File: src/core/etc_pkg.sv
/*
 * constants and carrier types for the transmit control and status bank.
 * assumes a 200 MHz system clock and a MAC engine that raises one-cycle
 * event pulses, holds the deferring level and gives the config nibble in etc_mac_ev_t.
 */
package etc_pkg;
    // =================================================================
    // register map (byte addresses on a 32-bit APB)
    localparam int          CTL_IDX  = 3;
    localparam logic [11:0] CTL_ADDR = 12'(CTL_IDX * 4);
    localparam logic [11:0] IST_ADDR = 12'h010;
    localparam logic [11:0] IMR_ADDR = 12'h014;
    // =================================================================
    // transmit control field positions
    localparam int B_PGI  = 15;
    localparam int B_LTS  = 14;
    localparam int B_FCSI = 13;
    localparam int B_EXDS = 12;
    localparam int B_RSV1 = 11;
    localparam int B_XDF  = 10;
    localparam int B_DFR  = 9;
    localparam int B_NCAR = 8;
    localparam int B_CLST = 7;
    localparam int B_XCOL = 6;
    localparam int B_OWC  = 5;
    localparam int B_RSV0 = 4;
    localparam int B_MBAD = 3;
    localparam int B_UND  = 2;
    localparam int B_LMIS = 1;
    localparam int B_TOK  = 0;
    localparam logic [15:0] CTL_RST = 16'h0101;
    // =================================================================
    // interrupt status / mask fields
    localparam int IRQ_W     = 3;
    localparam int IRQ_PGI   = 0;
    localparam int IRQ_DONE  = 1;
    localparam int IRQ_ABORT = 2;
    // =================================================================
    // timing
    localparam real CLK_MHZ       = 200.0;
    localparam real DEFER_TIME_MS = 3.2;
    localparam real LATE_TIME_US  = 51.2;
    localparam int  DEFER_CYC     =
        int'($ceil(DEFER_TIME_MS * 1000.0 * CLK_MHZ));
    localparam int  LATE_CYC      =
        int'($ceil(LATE_TIME_US * CLK_MHZ));
    localparam int  COLL_MAX      = 16;
    // =================================================================
    // carriers
    typedef struct packed {
        logic       tx_start;
        logic [3:0] cfg_hi;
        logic       tx_end;
        logic       wb_done;
        logic       preamble;
        logic       sfd;
        logic       crs;
        logic       collision;
        logic       deferring;
        logic       first_defer;
        logic       crs_lost;
        logic       mon_bad;
        logic       underrun;
        logic       len_mismatch;
        logic       tx_ok;
    } etc_mac_ev_t;
    typedef struct packed {
        logic        valid;
        logic [15:0] status;
        logic [4:0]  coll;
    } etc_wb_t;
endpackage

File: src/core/etc_tx_ctrl.sv
/*
 * transmit control and status register bank with APB slave, sticky
 * interrupt status and the two transmit timers.
 * assumes the MAC raises single-cycle event pulses synchronous to
 * sys_clk_i and returns wb_done once the status word is in memory.
 */
// Implementation choice: the APB register port.
// Notes on behaviour
// RL1 - at transmission start load config bits 15..12 into the register
// RL2 - at transmission end set status bits 10..0 whose condition occurred
// RL3 - at end, write status and collision count to descriptor status
// RL4 - after descriptor write-back clear status bits 9 and 5
// RL5 - at next start clear bits 10, 7, 6, 1 and set bit 8
// RL6 - hardware reset sets bits 8 and 0, clears bit 1
// RL7 - software reset leaves this register unchanged
// RL8 - bits 15..12 read/write by host, the rest read-only
// RL9 - fetched config with bit 15 set raises programmable interrupt
// RL10 - software toggles the interrupt bit on alternate descriptors
// RL11 - bit 14 picks late-collision timer start: SFD or first preamble
// RL12 - bit 13 zero appends 4-byte FCS, one omits it
// RL13 - bit 12 zero enables, one disables excessive-deferral timer
// RL14 - deferring 3.2 ms with timer enabled sets bit 10 and aborts
// RL15 - reserved bits 11 and 4 read zero; software writes zero
// RL16 - bit 9 set on first-attempt deferral, reset on later collisions
// RL17 - sixteen collisions set bit 6 and abort
// RL18 - bit 8 set at preamble start, reset when carrier is seen; the code sets it at tx_start, not on the preamble event
// RL19 - collision over 51.2 us after timer start sets bit 5
`timescale 1ns/1ps
`default_nettype none
module etc_tx_ctrl #(
    parameter int DEFER_CYCLES = etc_pkg::DEFER_CYC,
    parameter int LATE_CYCLES  = etc_pkg::LATE_CYC
) (
    // clock, reset, enable
    input  wire logic                sys_clk_i,
    input  wire logic                resetn_i,
    input  wire logic                clk_en_i,
    // APB slave
    input  wire logic                psel_i,
    input  wire logic                penable_i,
    input  wire logic                pwrite_i,
    input  wire logic [11:0]         paddr_i,
    input  wire logic [31:0]         pwdata_i,
    output var  logic [31:0]         prdata_o,
    output logic                     pready_o,
    output logic                     pslverr_o,
    // MAC engine
    input  wire etc_pkg::etc_mac_ev_t mac_ev_i,
    output var  etc_pkg::etc_wb_t    wb_o,
    output var  logic                abort_o,
    output logic                     fcs_append_o,
    output logic                     late_timer_run_o,
    // interrupt
    output logic                     irq_o
);
    import etc_pkg::*;

    // =================================================================
    // APB decode
    logic acc;
    logic wr;
    logic hit_ctl;
    logic hit_ist;
    logic hit_imr;
    assign acc       = psel_i & penable_i & clk_en_i;
    assign wr        = acc & pwrite_i;
    assign hit_ctl   = paddr_i == CTL_ADDR;
    assign hit_ist   = paddr_i == IST_ADDR;
    assign hit_imr   = paddr_i == IMR_ADDR;
    assign pready_o  = psel_i & penable_i & clk_en_i;
    assign pslverr_o = pready_o & ~(hit_ctl | hit_ist | hit_imr);

    // =================================================================
    // transmit state
    logic [15:0] tcr_reg, tcr_next;
    logic [15:0] pend_reg, pend_next;
    logic [4:0]  coll_reg, coll_next;
    logic [19:0] dcnt_reg, dcnt_next;
    logic [13:0] lcnt_reg, lcnt_next;
    logic        act_reg, act_next;
    logic        lrun_reg, lrun_next;
    logic        abort_reg, abort_next;
    etc_wb_t     wb_reg, wb_next;
    logic        programmable_tx_interrupt_set;
    logic        late_hit;
    logic [15:0] merged;

    assign late_hit = lrun_reg &&
        (lcnt_reg >= 14'(LATE_CYCLES - 1));

    always_comb begin
        tcr_next   = tcr_reg;
        pend_next  = pend_reg;
        coll_next  = coll_reg;
        dcnt_next  = dcnt_reg;
        lcnt_next  = lcnt_reg;
        act_next   = act_reg;
        lrun_next  = lrun_reg;
        abort_next = 1'b0;
        wb_next    = '0;
        programmable_tx_interrupt_set   = 1'b0;
        merged     = tcr_reg | pend_reg;                         // [RL2]
        // these three report the last frame only
        merged[B_MBAD] = pend_reg[B_MBAD];
        merged[B_UND]  = pend_reg[B_UND];
        merged[B_TOK]  = pend_reg[B_TOK];
        // only the mode nibble takes host writes
        if (wr && hit_ctl) begin
            tcr_next[15:12] = pwdata_i[15:12];                   // [RL8]
        end
        if (act_reg) begin
            if (mac_ev_i.crs) begin
                tcr_next[B_NCAR] = 1'b0;                         // [RL18]
            end
            if (mac_ev_i.first_defer) begin
                tcr_next[B_DFR] = 1'b1;                          // [RL16]
            end
            pend_next[B_CLST] = pend_reg[B_CLST] | mac_ev_i.crs_lost;
            pend_next[B_MBAD] = pend_reg[B_MBAD] | mac_ev_i.mon_bad;
            pend_next[B_UND]  = pend_reg[B_UND] | mac_ev_i.underrun;
            pend_next[B_LMIS] = pend_reg[B_LMIS] | mac_ev_i.len_mismatch;
            pend_next[B_TOK]  = pend_reg[B_TOK] | mac_ev_i.tx_ok;
            if (mac_ev_i.collision) begin
                tcr_next[B_DFR] = 1'b0;                          // [RL16]
                if (coll_reg != 5'h1F) begin
                    coll_next = coll_reg + 5'h01;
                end
                if (coll_reg == 5'(COLL_MAX - 1)) begin
                    tcr_next[B_XCOL] = 1'b1;                     // [RL17]
                    abort_next      = 1'b1;
                end
                // late collision still backs off like a normal one
                if (late_hit) begin
                    pend_next[B_OWC] = 1'b1;                     // [RL19]
                end
            end
            // timer start point follows the mode bit
            if ((mac_ev_i.preamble && tcr_reg[B_LTS]) ||
                (mac_ev_i.sfd && !tcr_reg[B_LTS])) begin         // [RL11]
                lrun_next = 1'b1;
                lcnt_next = '0;
            end else if (lrun_reg && !late_hit) begin
                lcnt_next = lcnt_reg + 14'h0001;
            end
            if (mac_ev_i.deferring && !tcr_reg[B_EXDS]) begin    // [RL13]
                dcnt_next = dcnt_reg + 20'h00001;
                if (dcnt_reg == 20'(DEFER_CYCLES - 1)) begin
                    tcr_next[B_XDF] = 1'b1;                      // [RL14]
                    abort_next      = 1'b1;
                end
            end else begin
                dcnt_next = '0;
            end
        end
        if (mac_ev_i.tx_end && act_reg) begin
            tcr_next[10:0] = merged[10:0];                       // [RL2]
            wb_next.valid  = 1'b1;                               // [RL3]
            wb_next.status = merged;
            wb_next.coll   = coll_reg;
            act_next       = 1'b0;
            lrun_next      = 1'b0;
            pend_next      = '0;
        end
        if (mac_ev_i.wb_done) begin
            tcr_next[B_DFR] = 1'b0;                              // [RL4]
            tcr_next[B_OWC] = 1'b0;                              // [RL4]
        end
        // a new frame overrides the mode nibble, bits 10, 8, 7, 6 and 1, the counters and pending flags in its cycle
        if (mac_ev_i.tx_start) begin
            programmable_tx_interrupt_set = mac_ev_i.cfg_hi[3] & ~tcr_reg[B_PGI];     // [RL9]
            tcr_next[15:12]  = mac_ev_i.cfg_hi;                  // [RL1]
            tcr_next[B_XDF]  = 1'b0;                             // [RL5]
            tcr_next[B_CLST] = 1'b0;
            tcr_next[B_XCOL] = 1'b0;
            tcr_next[B_LMIS] = 1'b0;
            tcr_next[B_NCAR] = 1'b1;                             // [RL18]
            act_next  = 1'b1;
            coll_next = '0;
            dcnt_next = '0;
            lcnt_next = '0;
            lrun_next = 1'b0;
            pend_next = '0;
        end
        tcr_next[B_RSV1] = 1'b0;                                 // [RL15]
        tcr_next[B_RSV0] = 1'b0;                                 // [RL15]
    end

    // no software-reset input: that command must not touch this state
    always_ff @(posedge sys_clk_i or negedge resetn_i) begin     // [RL7]
        if (!resetn_i) begin
            tcr_reg   <= CTL_RST;                                // [RL6]
            pend_reg  <= '0;
            coll_reg  <= '0;
            dcnt_reg  <= '0;
            lcnt_reg  <= '0;
            act_reg   <= 1'b0;
            lrun_reg  <= 1'b0;
            abort_reg <= 1'b0;
            wb_reg    <= '0;
        end else if (clk_en_i) begin
            tcr_reg   <= tcr_next;
            pend_reg  <= pend_next;
            coll_reg  <= coll_next;
            dcnt_reg  <= dcnt_next;
            lcnt_reg  <= lcnt_next;
            act_reg   <= act_next;
            lrun_reg  <= lrun_next;
            abort_reg <= abort_next;
            wb_reg    <= wb_next;
        end
    end

    assign wb_o             = wb_reg;
    assign abort_o          = abort_reg;
    assign fcs_append_o     = ~tcr_reg[B_FCSI];                  // [RL12]
    assign late_timer_run_o = lrun_reg;

    // =================================================================
    // interrupts and read data
    logic [IRQ_W-1:0] ist_reg, ist_next;
    logic [IRQ_W-1:0] imk_reg, imk_next;
    logic [31:0]      rd_reg, rd_next;
    logic [IRQ_W-1:0] ev_set;

    assign ev_set = {abort_next, wb_next.valid, programmable_tx_interrupt_set};

    always_comb begin
        ist_next = ist_reg;
        imk_next = imk_reg;
        rd_next  = rd_reg;
        // the clear on read loses to a same-cycle event
        if (acc && !pwrite_i && hit_ist) begin
            ist_next = '0;
        end
        ist_next = ist_next | ev_set;
        if (wr && hit_imr) begin
            imk_next = pwdata_i[IRQ_W-1:0];
        end
        // sampled in setup so the access phase needs no wait state
        if (psel_i && !penable_i) begin
            rd_next = '0;
            if (hit_ctl) begin
                rd_next[15:0] = tcr_reg;
            end else if (hit_ist) begin
                rd_next[IRQ_W-1:0] = ist_reg;
            end else if (hit_imr) begin
                rd_next[IRQ_W-1:0] = imk_reg;
            end
        end
    end

    always_ff @(posedge sys_clk_i or negedge resetn_i) begin
        if (!resetn_i) begin
            ist_reg <= '0;
            imk_reg <= '0;
            rd_reg  <= '0;
        end else if (clk_en_i) begin
            ist_reg <= ist_next;
            imk_reg <= imk_next;
            rd_reg  <= rd_next;
        end
    end

    assign prdata_o = rd_reg;
    assign irq_o    = |(ist_reg & imk_reg);
endmodule // etc_tx_ctrl
`default_nettype wire

File: config.mk
export PLATFORM = sky130hd
export DESIGN_NAME = etc_tx_ctrl
export DESIGN_NICKNAME = d
export VERILOG_FILES = /design/src/core/etc_pkg.sv /design/src/core/etc_tx_ctrl.sv
export SDC_FILE = /design/constraint.sdc
export NUM_CORES = 1
export LEC_CHECK = 0
export ABC_AREA = 1
export BUFFER_PORTS_ARGS = -buffer_cell sky130_fd_sc_hd__buf_2
export CORE_UTILIZATION = 55
export CTS_CLUSTER_SIZE = 28
export DETAILED_ROUTE_END_ITERATION = 7
export PLACE_DENSITY = 0.87
export SYNTH_ARGS = -nofsm -noshare
export SYNTH_HDL_FRONTEND = slang
export SYNTH_SLANG_ARGS = --single-unit
File: constraint.sdc
create_clock -name sys_clk_i -period 2.31 [get_ports sys_clk_i]
set_input_delay 0.3465 -clock sys_clk_i [delete_from_list [all_inputs] [get_ports sys_clk_i]]
set_output_delay 0.3465 -clock sys_clk_i [all_outputs]
set_load 0.03 [all_outputs]
==> results.json, run 1 <==
{
  "grt-ovfl-total": 0,
  "endpoint_kind": "register",
  "worst_pin_slew_ps": 606.0,
  "synth_top_area_frac": 0.4670,
  "fin_util": 0.6467,
  "cts_setup_buffers": 0,
  "slowest_stage": "dfrtp_1",
  "r2r_slack_ps": 490,
  "hold_path_depth": 2,
  "die_area_um2": 10140,
  "gp_congestion": 0.9237,
  "setup_violations": 0,
  "viasPerCell": 5.380,
  "yosysSeqAreaShare": 0.4768,
  "pre_cts_ws_ps": 521.5,
  "die_height_um": 100.7,
  "first_iter_violations": 304,
  "leakage_uw": 0.003128,
  "fin_crit_ps": 1817,
  "holdPathEnd": "tcr_reg[8]",
  "clk_latency_ps": 380,
  "syn-cell-area_um2": 5359,
  "dr.pass1.iters": 5,
  "fin_setup_tns_ps": 0,
  "r2r_start": "lcnt_reg[0]",
  "worst_slack_ps": 493.5,
  "fillers": 754,
  "finalClockSkew_ps": 12.26,
  "multi_input_comb_area_um2": 2326,
  "max_freq_mhz": 550.5,
  "hold_class": "in -> reg",
  "pin_count": 128,
  "crit_arrival_ps": 2090,
  "dieWidth_um": 100.7,
  "path_max_fanout": 16,
  "rsz0062_at_grt": "no",
  "grt_max_degree": 46,
  "clockBufferDepth": 2,
  "grt_pass1_vias": 4616,
  "crit_top_cell": "nand2_1",
  "syn_to_final_growth_pct": 12.56,
  "antenna_found_initial": 0,
  "critPathTopFamily": "simple AND/OR/NAND/NOR gates",
  "clkTransAtPathRegs_ps": 100,
  "path_class": "reg -> reg",
  "slew_headroom": 0.5955,
  "ys_types": 41,
  "clock-root-buffer": "clkbuf_8",
  "seq_area_um2": 2555,
  "reg2regPathDepth": 8,
  "cts_sinks": 102,
  "postSynthCellCount": 693,
  "start_util": 0.5745,
  "max_stage_delay_ps": 460,
  "synth_async_sr_flop_share": 1.000,
  "nets": 853,
  "startpoint_type": "register",
  "ir_drop_uv": 303.2,
  "post_drt_wl_per_cell_um": 13.86,
  "wirelength_um": 12650,
  "grt_usage": 0.2609,
  "rows": 35,
  "r2r_end": "lcnt_reg[13]",
  "postSynthAreaPerCell_um2": 7.733,
  "drc": 0,
  "min-delay-start": "mac_ev_i[8]",
  "ant_nets": 0,
  "synth_top_cell_by_area": "dfrtp_1",
  "synth_edf_count": 0,
  "io_buffer_count": 82,
  "p_per_area_nw_per_um2": 603.0,
  "hpwl_um": 9241,
  "synth_ff_type": "dfrtp_1",
  "cts_tree": "done",
  "routed-via-count": 4912,
  "htree_levels": 3,
  "max_cap_viol_count": 0,
  "path_buf_inv": 1,
  "worstPathCellList": "ha_1 -> inv_1 -> nor2_1 -> nand4_2 -> nand4_4 -> nand2_4 -> nand2_1 -> nand2_1",
  "slew_violations": 0,
  "synth_warnings": 0,
  "numCtsBuffers": 9,
  "synth_area_leaders": "dfrtp_1 47%, nand2_1 14%, inv_1 5.5%, nand3_1 5.1%, nor2_1 5.0%",
  "required_ps": 2580,
  "ys_seq_elements": 102,
  "synthTopCellsByCount": "202 x nand2_1, 100 x dfrtp_1, 78 x inv_1, 72 x nor2_1, 55 x nand3_1",
  "synth.most_common_cell": "nand2_1",
  "fin_crit_sh": 0.7864,
  "grt_pass1_wl_um": 20680,
  "antenna_cells": 0,
  "outcome": "complete, no violations",
  "core_region_area_um2": 9328,
  "drive_gt1_frac": 0.1658,
  "final-hold-violation-count": 0
}
[layout by cell type (no fill, tap or decap), types with 2 or more instances in the layout]
| cell type | synthesis | final |
|---|---|---|
| inv_1 | 78 | 78 |
| dfrtp_1 | 100 | 100 |
| conb_1 | 1 | 20 |
| a22oi_1 | 2 | 2 |
| nor3_2 | 2 | 2 |
| o31ai_1 | 10 | 10 |
| nor2_2 | 5 | 5 |
| dfstp_2 | 2 | 2 |
| inv_6 | 0 | 4 |
| nor3_1 | 10 | 10 |
| nor4_1 | 3 | 3 |
| nor2_1 | 72 | 72 |
| nand2_2 | 3 | 3 |
| nand4_1 | 8 | 8 |
| nand3_1 | 55 | 55 |
| o22ai_1 | 3 | 3 |
| clkbuf_8 | 0 | 9 |
| buf_2 | 4 | 81 |
| buf_4 | 22 | 7 |
| xor2_1 | 2 | 2 |
| ha_1 | 6 | 6 |
| o21ai_0 | 45 | 45 |
| nor2_4 | 4 | 4 |
| nand3b_1 | 5 | 5 |
| o21ai_1 | 3 | 3 |
| inv_2 | 5 | 5 |
| nand2_1 | 202 | 202 |
| a21oi_1 | 20 | 20 |
[final cells by class]
type                       count  area share
inverter                      83     0.05165
clock inverter                 6     0.01037
clock buffer                  10     0.02116
sequential                   102      0.4236
multi-input combinational    493      0.3856
timing repair buffer          90     0.08090
tap                          129     0.02676
[worst reg2reg max path, delay by kind of cell, from the launching register on]
family	cells	cell delay, ps
adder cells (fa/ha/maj)	1	250
buffers and inverters	1	50
AND/OR/NAND/NOR	6	930
flip-flops	1	460
[routing by layer]
| metal | vias to the layer above | share of wire | track usage |
|---|---|---|---|
| met3 | 18 | 0.066 | 0.05340 |
| met5 | - | 0 | 0 |
| met1 | 2348 | 0.41 | 0.3140 |
| met4 | 0 | 0.017 | 0.09253 |
| met2 | 186 | 0.51 | 0.4636 |
| li1 | 2360 | - | - |
[cell families (layout without fill, tap and decap cells)]
logic type | Yosys count | after routing | share of synthesized area
flops | 102 | 102 | 0.4768
simple gates | 374 | 374 | 0.3056
xor+xnor | 3 | 3 | 0.004904
buf+inv | 117 | 189 | 0.1025
compound gates | 90 | 90 | 0.09550
fa+ha+maj | 6 | 6 | 0.01401
other cells | 1 | 20 | 0.0006998
[worst max-delay path by stage]
stage                     depth (start not counted)        start  slack [ps]           end
after CTS                                         8  lcnt_reg[0]         500  lcnt_reg[13]
after global placement                            8  lcnt_reg[0]         590   lcnt_reg[8]
after floorplan                                   3     clk_en_i         580     pslverr_o
after detailed placement                          8  lcnt_reg[0]         520  lcnt_reg[10]
final                                             8  lcnt_reg[0]         490  lcnt_reg[13]
after global routing                              8  lcnt_reg[0]         350  lcnt_reg[13]
[repair_timing]
action	in CTS	in global routing
hold endpoints to repair	42	0
hold buffers	1	0
gates resized for setup	0	0
[power by group]
group | internal, uW | leakage [uW] | switching (uW)
registers | 1890 | 0.00135 | 69.3
clock network | 425 | 0.0000970 | 678
logic | 149 | 0.00168 | 425
total | 2470 | 0.00313 | 1170
[stage by stage]
step                std cells  hold slack (ps)  instance area [um2]  total power, uW
finish                    913            153.5                 6032             3637
global route              913            161.0                 6032             3792
CTS                       913            153.0                 6032             3643
detailed placement        896            376.4                 5832             2561
floorplan                 712            50.91                 5430             2385
global placement          896            369.5                 5832             2539
(Power assumes the default switching activity.)
==> run 2, diff against run 1 <==
--- a/config.mk
+++ b/config.mk
@@ -5,12 +5,12 @@
 export SDC_FILE = /design/constraint.sdc
 export NUM_CORES = 1
 export LEC_CHECK = 0
-export ABC_AREA = 1
+export ABC_AREA = 0
 export BUFFER_PORTS_ARGS = -buffer_cell sky130_fd_sc_hd__buf_2
-export CORE_UTILIZATION = 55
+export CORE_UTILIZATION = 48
 export CTS_CLUSTER_SIZE = 28
 export DETAILED_ROUTE_END_ITERATION = 7
-export PLACE_DENSITY = 0.87
+export PLACE_DENSITY = 0.81
 export SYNTH_ARGS = -nofsm -noshare
 export SYNTH_HDL_FRONTEND = slang
 export SYNTH_SLANG_ARGS = --single-unit
==> constraint.sdc (replaced) <==
create_clock -name sys_clk_i -period 1.54 [get_ports sys_clk_i]
set_input_delay 0.231 -clock sys_clk_i [delete_from_list [all_inputs] [get_ports sys_clk_i]]
set_output_delay 0.231 -clock sys_clk_i [all_outputs]
set_load 0.03 [all_outputs]
==> results.json, run 2 <==
{
  "max_freq_mhz": 528.3,
  "power.internal_uw": 4225,
  "reg2regPathDepth": 5,
  "worst_slack_ps": -352.8,
  "postSynthAreaPerCell_um2": 9.747,
  "hold_class": "in -> reg",
  "slew_violations": 0,
  "core_region_area_um2": 9864,
  "setup_violations": 27,
  "combPwrFrac": 0.187,
  "grtUsageMet1": 0.3193,
  "die_area_um2": 10690,
  "hold_path_depth": 2,
  "required_ps": 1850,
  "synth.most_common_cell": "dfrtp_1",
  "numCtsBuffers": 9,
  "post_drt_wl_per_cell_um": 17.03,
  "final-hold-violation-count": 0,
  "power.switching_uw": 1695,
  "finalClockSkew_ps": 13.24,
  "antenna_cells": 0,
  "clock_power_share": 0.319,
  "slew_headroom": 0.6292,
  "fillers": 669,
  "endpoint_kind": "register",
  "wirelength_um": 13980,
  "drc": 0,
  "met3_usage": 0.05847,
  "grtUsageMet2": 0.4503,
  "antenna_found_initial": 0,
  "path_class": "reg -> reg",
  "routed-via-count": 4599,
  "ys_types": 53,
  "gp_congestion": 0.9656,
  "dieWidth_um": 103.4,
  "synthTopCellsByCount": "100 x dfrtp_1, 48 x nand2_1, 46 x o21ai_0, 44 x nor2_1, 32 x inv_1",
  "clkTransAtPathRegs_ps": 100,
  "startpoint_type": "register",
  "postSynthCellCount": 506,
  "grt_pass1_vias": 4337,
  "busiest_layer": "met2",
  "ir_drop_uv": 427.0,
  "p_per_area_nw_per_um2": 864.2,
  "die_height_um": 103.4,
  "outcome": "finished with violations",
  "rows": 36,
  "grt_pass1_wl_um": 21010,
  "final_cell_mix": "100 x dfrtp_1, 90 x buf_4, 79 x buf_2",
  "place_area_um2": 6098,
  "start_util": 0.5000,
  "swShare": 0.2863,
  "syn_to_final_growth_pct": 38.89,
  "htree_levels": 3,
  "clk_latency_ps": 370,
  "hpwl_um": 9676,
  "synth_area_leaders": "dfrtp_1 51%, o21ai_0 4.7%, nand2_1 3.7%, nor2_1 3.3%, buf_4 3.0%",
  "pre_cts_ws_ps": -396.0,
  "finalPower_uw": 5920,
  "holdWs_ps": 93.66,
  "synth_top_cell_by_area": "dfrtp_1",
  "synth_warnings": 0,
  "yosysSeqAreaShare": 0.5180,
  "ys_seq_elements": 102,
  "fin_util": 0.6944,
  "path_max_fanout": 3,
  "grt-ovfl-total": 0,
  "clock-root-buffer": "clkbuf_8",
  "pin_count": 128,
  "rsz0062_at_grt": "yes",
  "violations": "setup timing",
  "synth_top_area_frac": 0.5074,
  "ant_nets": 0,
  "io_buffer_count": 82,
  "synth_ff_type": "dfrtp_1",
  "final_cell_area_um2": 6850,
  "cts_sinks": 102,
  "crit_arrival_ps": 2200,
  "worst_pin_slew_ps": 555.0,
  "nets": 757,
  "syn-cell-area_um2": 4932,
  "fin_crit_ps": 1893,
  "drive_gt1_frac": 0.4099,
  "fin_crit_sh": 1.229,
  "clockBufferDepth": 2,
  "synth_edf_count": 0,
  "viasPerCell": 5.602,
  "grt_usage": 0.2607,
  "leakage_uw": 0.003379,
  "seqPwrFrac": 0.494,
  "max_cap_viol_count": 0,
  "dr.pass1.iters": 5,
  "synth_async_sr_flop_share": 1.000,
  "final_common_cell": "dfrtp_1",
  "first_iter_violations": 223,
  "grt_max_degree": 33,
  "cts_tree": "done"
}
## run 2: logic make-up after synthesis
| family | synth area share |
|---|---|
| XOR/XNOR | 0.01953 |
| adder cells (fa/ha/maj) | 0.01522 |
| other | 0.0007603 |
| flip-flops | 0.5180 |
| AO/OA/AOI/OAI | 0.1702 |
| multiplexers | 0.04160 |
| AND/OR/NAND/NOR | 0.1618 |
| buffers and inverters | 0.07280 |
## run 2: worst paths after layout
path                                   from           end  slack [ps]
max in group asynchronous          resetn_i    tcr_reg[8]         630
worst min-delay path            pwdata_i[0]    imk_reg[0]          90
min in group asynchronous          resetn_i  prdata_o[15]         340
worst max-delay path            tcr_reg[14]  lcnt_reg[10]        -350
worst min register to register   tcr_reg[0]    tcr_reg[0]         480
worst max register to register  tcr_reg[14]  lcnt_reg[10]        -350
## run 2: cell type report
type	instances	area, um2	area share
Clock buffer	12	145.1	0.02119
Clock inverter	4	77.57	0.01132
Tap cell	133	166.4	0.02429
Inverter	32	120.1	0.01753
Multi-Input combinational cell	349	2469	0.3604
Sequential cell	102	2555	0.3730
Timing Repair Buffer	189	1318	0.1923
## run 2: routing by layer
metal,wire length [um],vias to the layer above
met4,350,0
met5,0,-
met1,5652,2275
met3,762,37
li1,-,2094
met2,7218,193
## run 2: worst max-delay path, stage by stage, from the launching register on
cell     delay (ps)
dfrtp_1         410
mux2_4          320
or2_4           260
or3_4           410
or3_4           380
o21ai_2          60
## run 2: power by group through the flow
stage | Sequential, uW | Clock, uW | Combinational, uW
after global placement | 2970 | 0 | 943
final | 2930 | 1890 | 1110
after CTS | 2920 | 1920 | 1030
after floorplan | 3060 | 0 | 479
after global routing | 2940 | 2030 | 1200
after detailed placement | 2970 | 0 | 971
## run 2: metrics by stage
stage          instances  setup TNS, ps
2_1_floorplan        525          -3021
6_report             821          -5052
3_3_place_gp         785          -4189
4_1_cts              811          -4716
5_1_grt              821          -7352
3_5_place_dp         785          -5910
## run 2: repair_timing
action	4_1_cts	5_1_grt
pin swaps	28	34
setup buffers	9	12
hold buffers	1	0
endpoints found under the setup margin	31	40
endpoints found under the hold margin	28	0
gates resized for setup	47	54
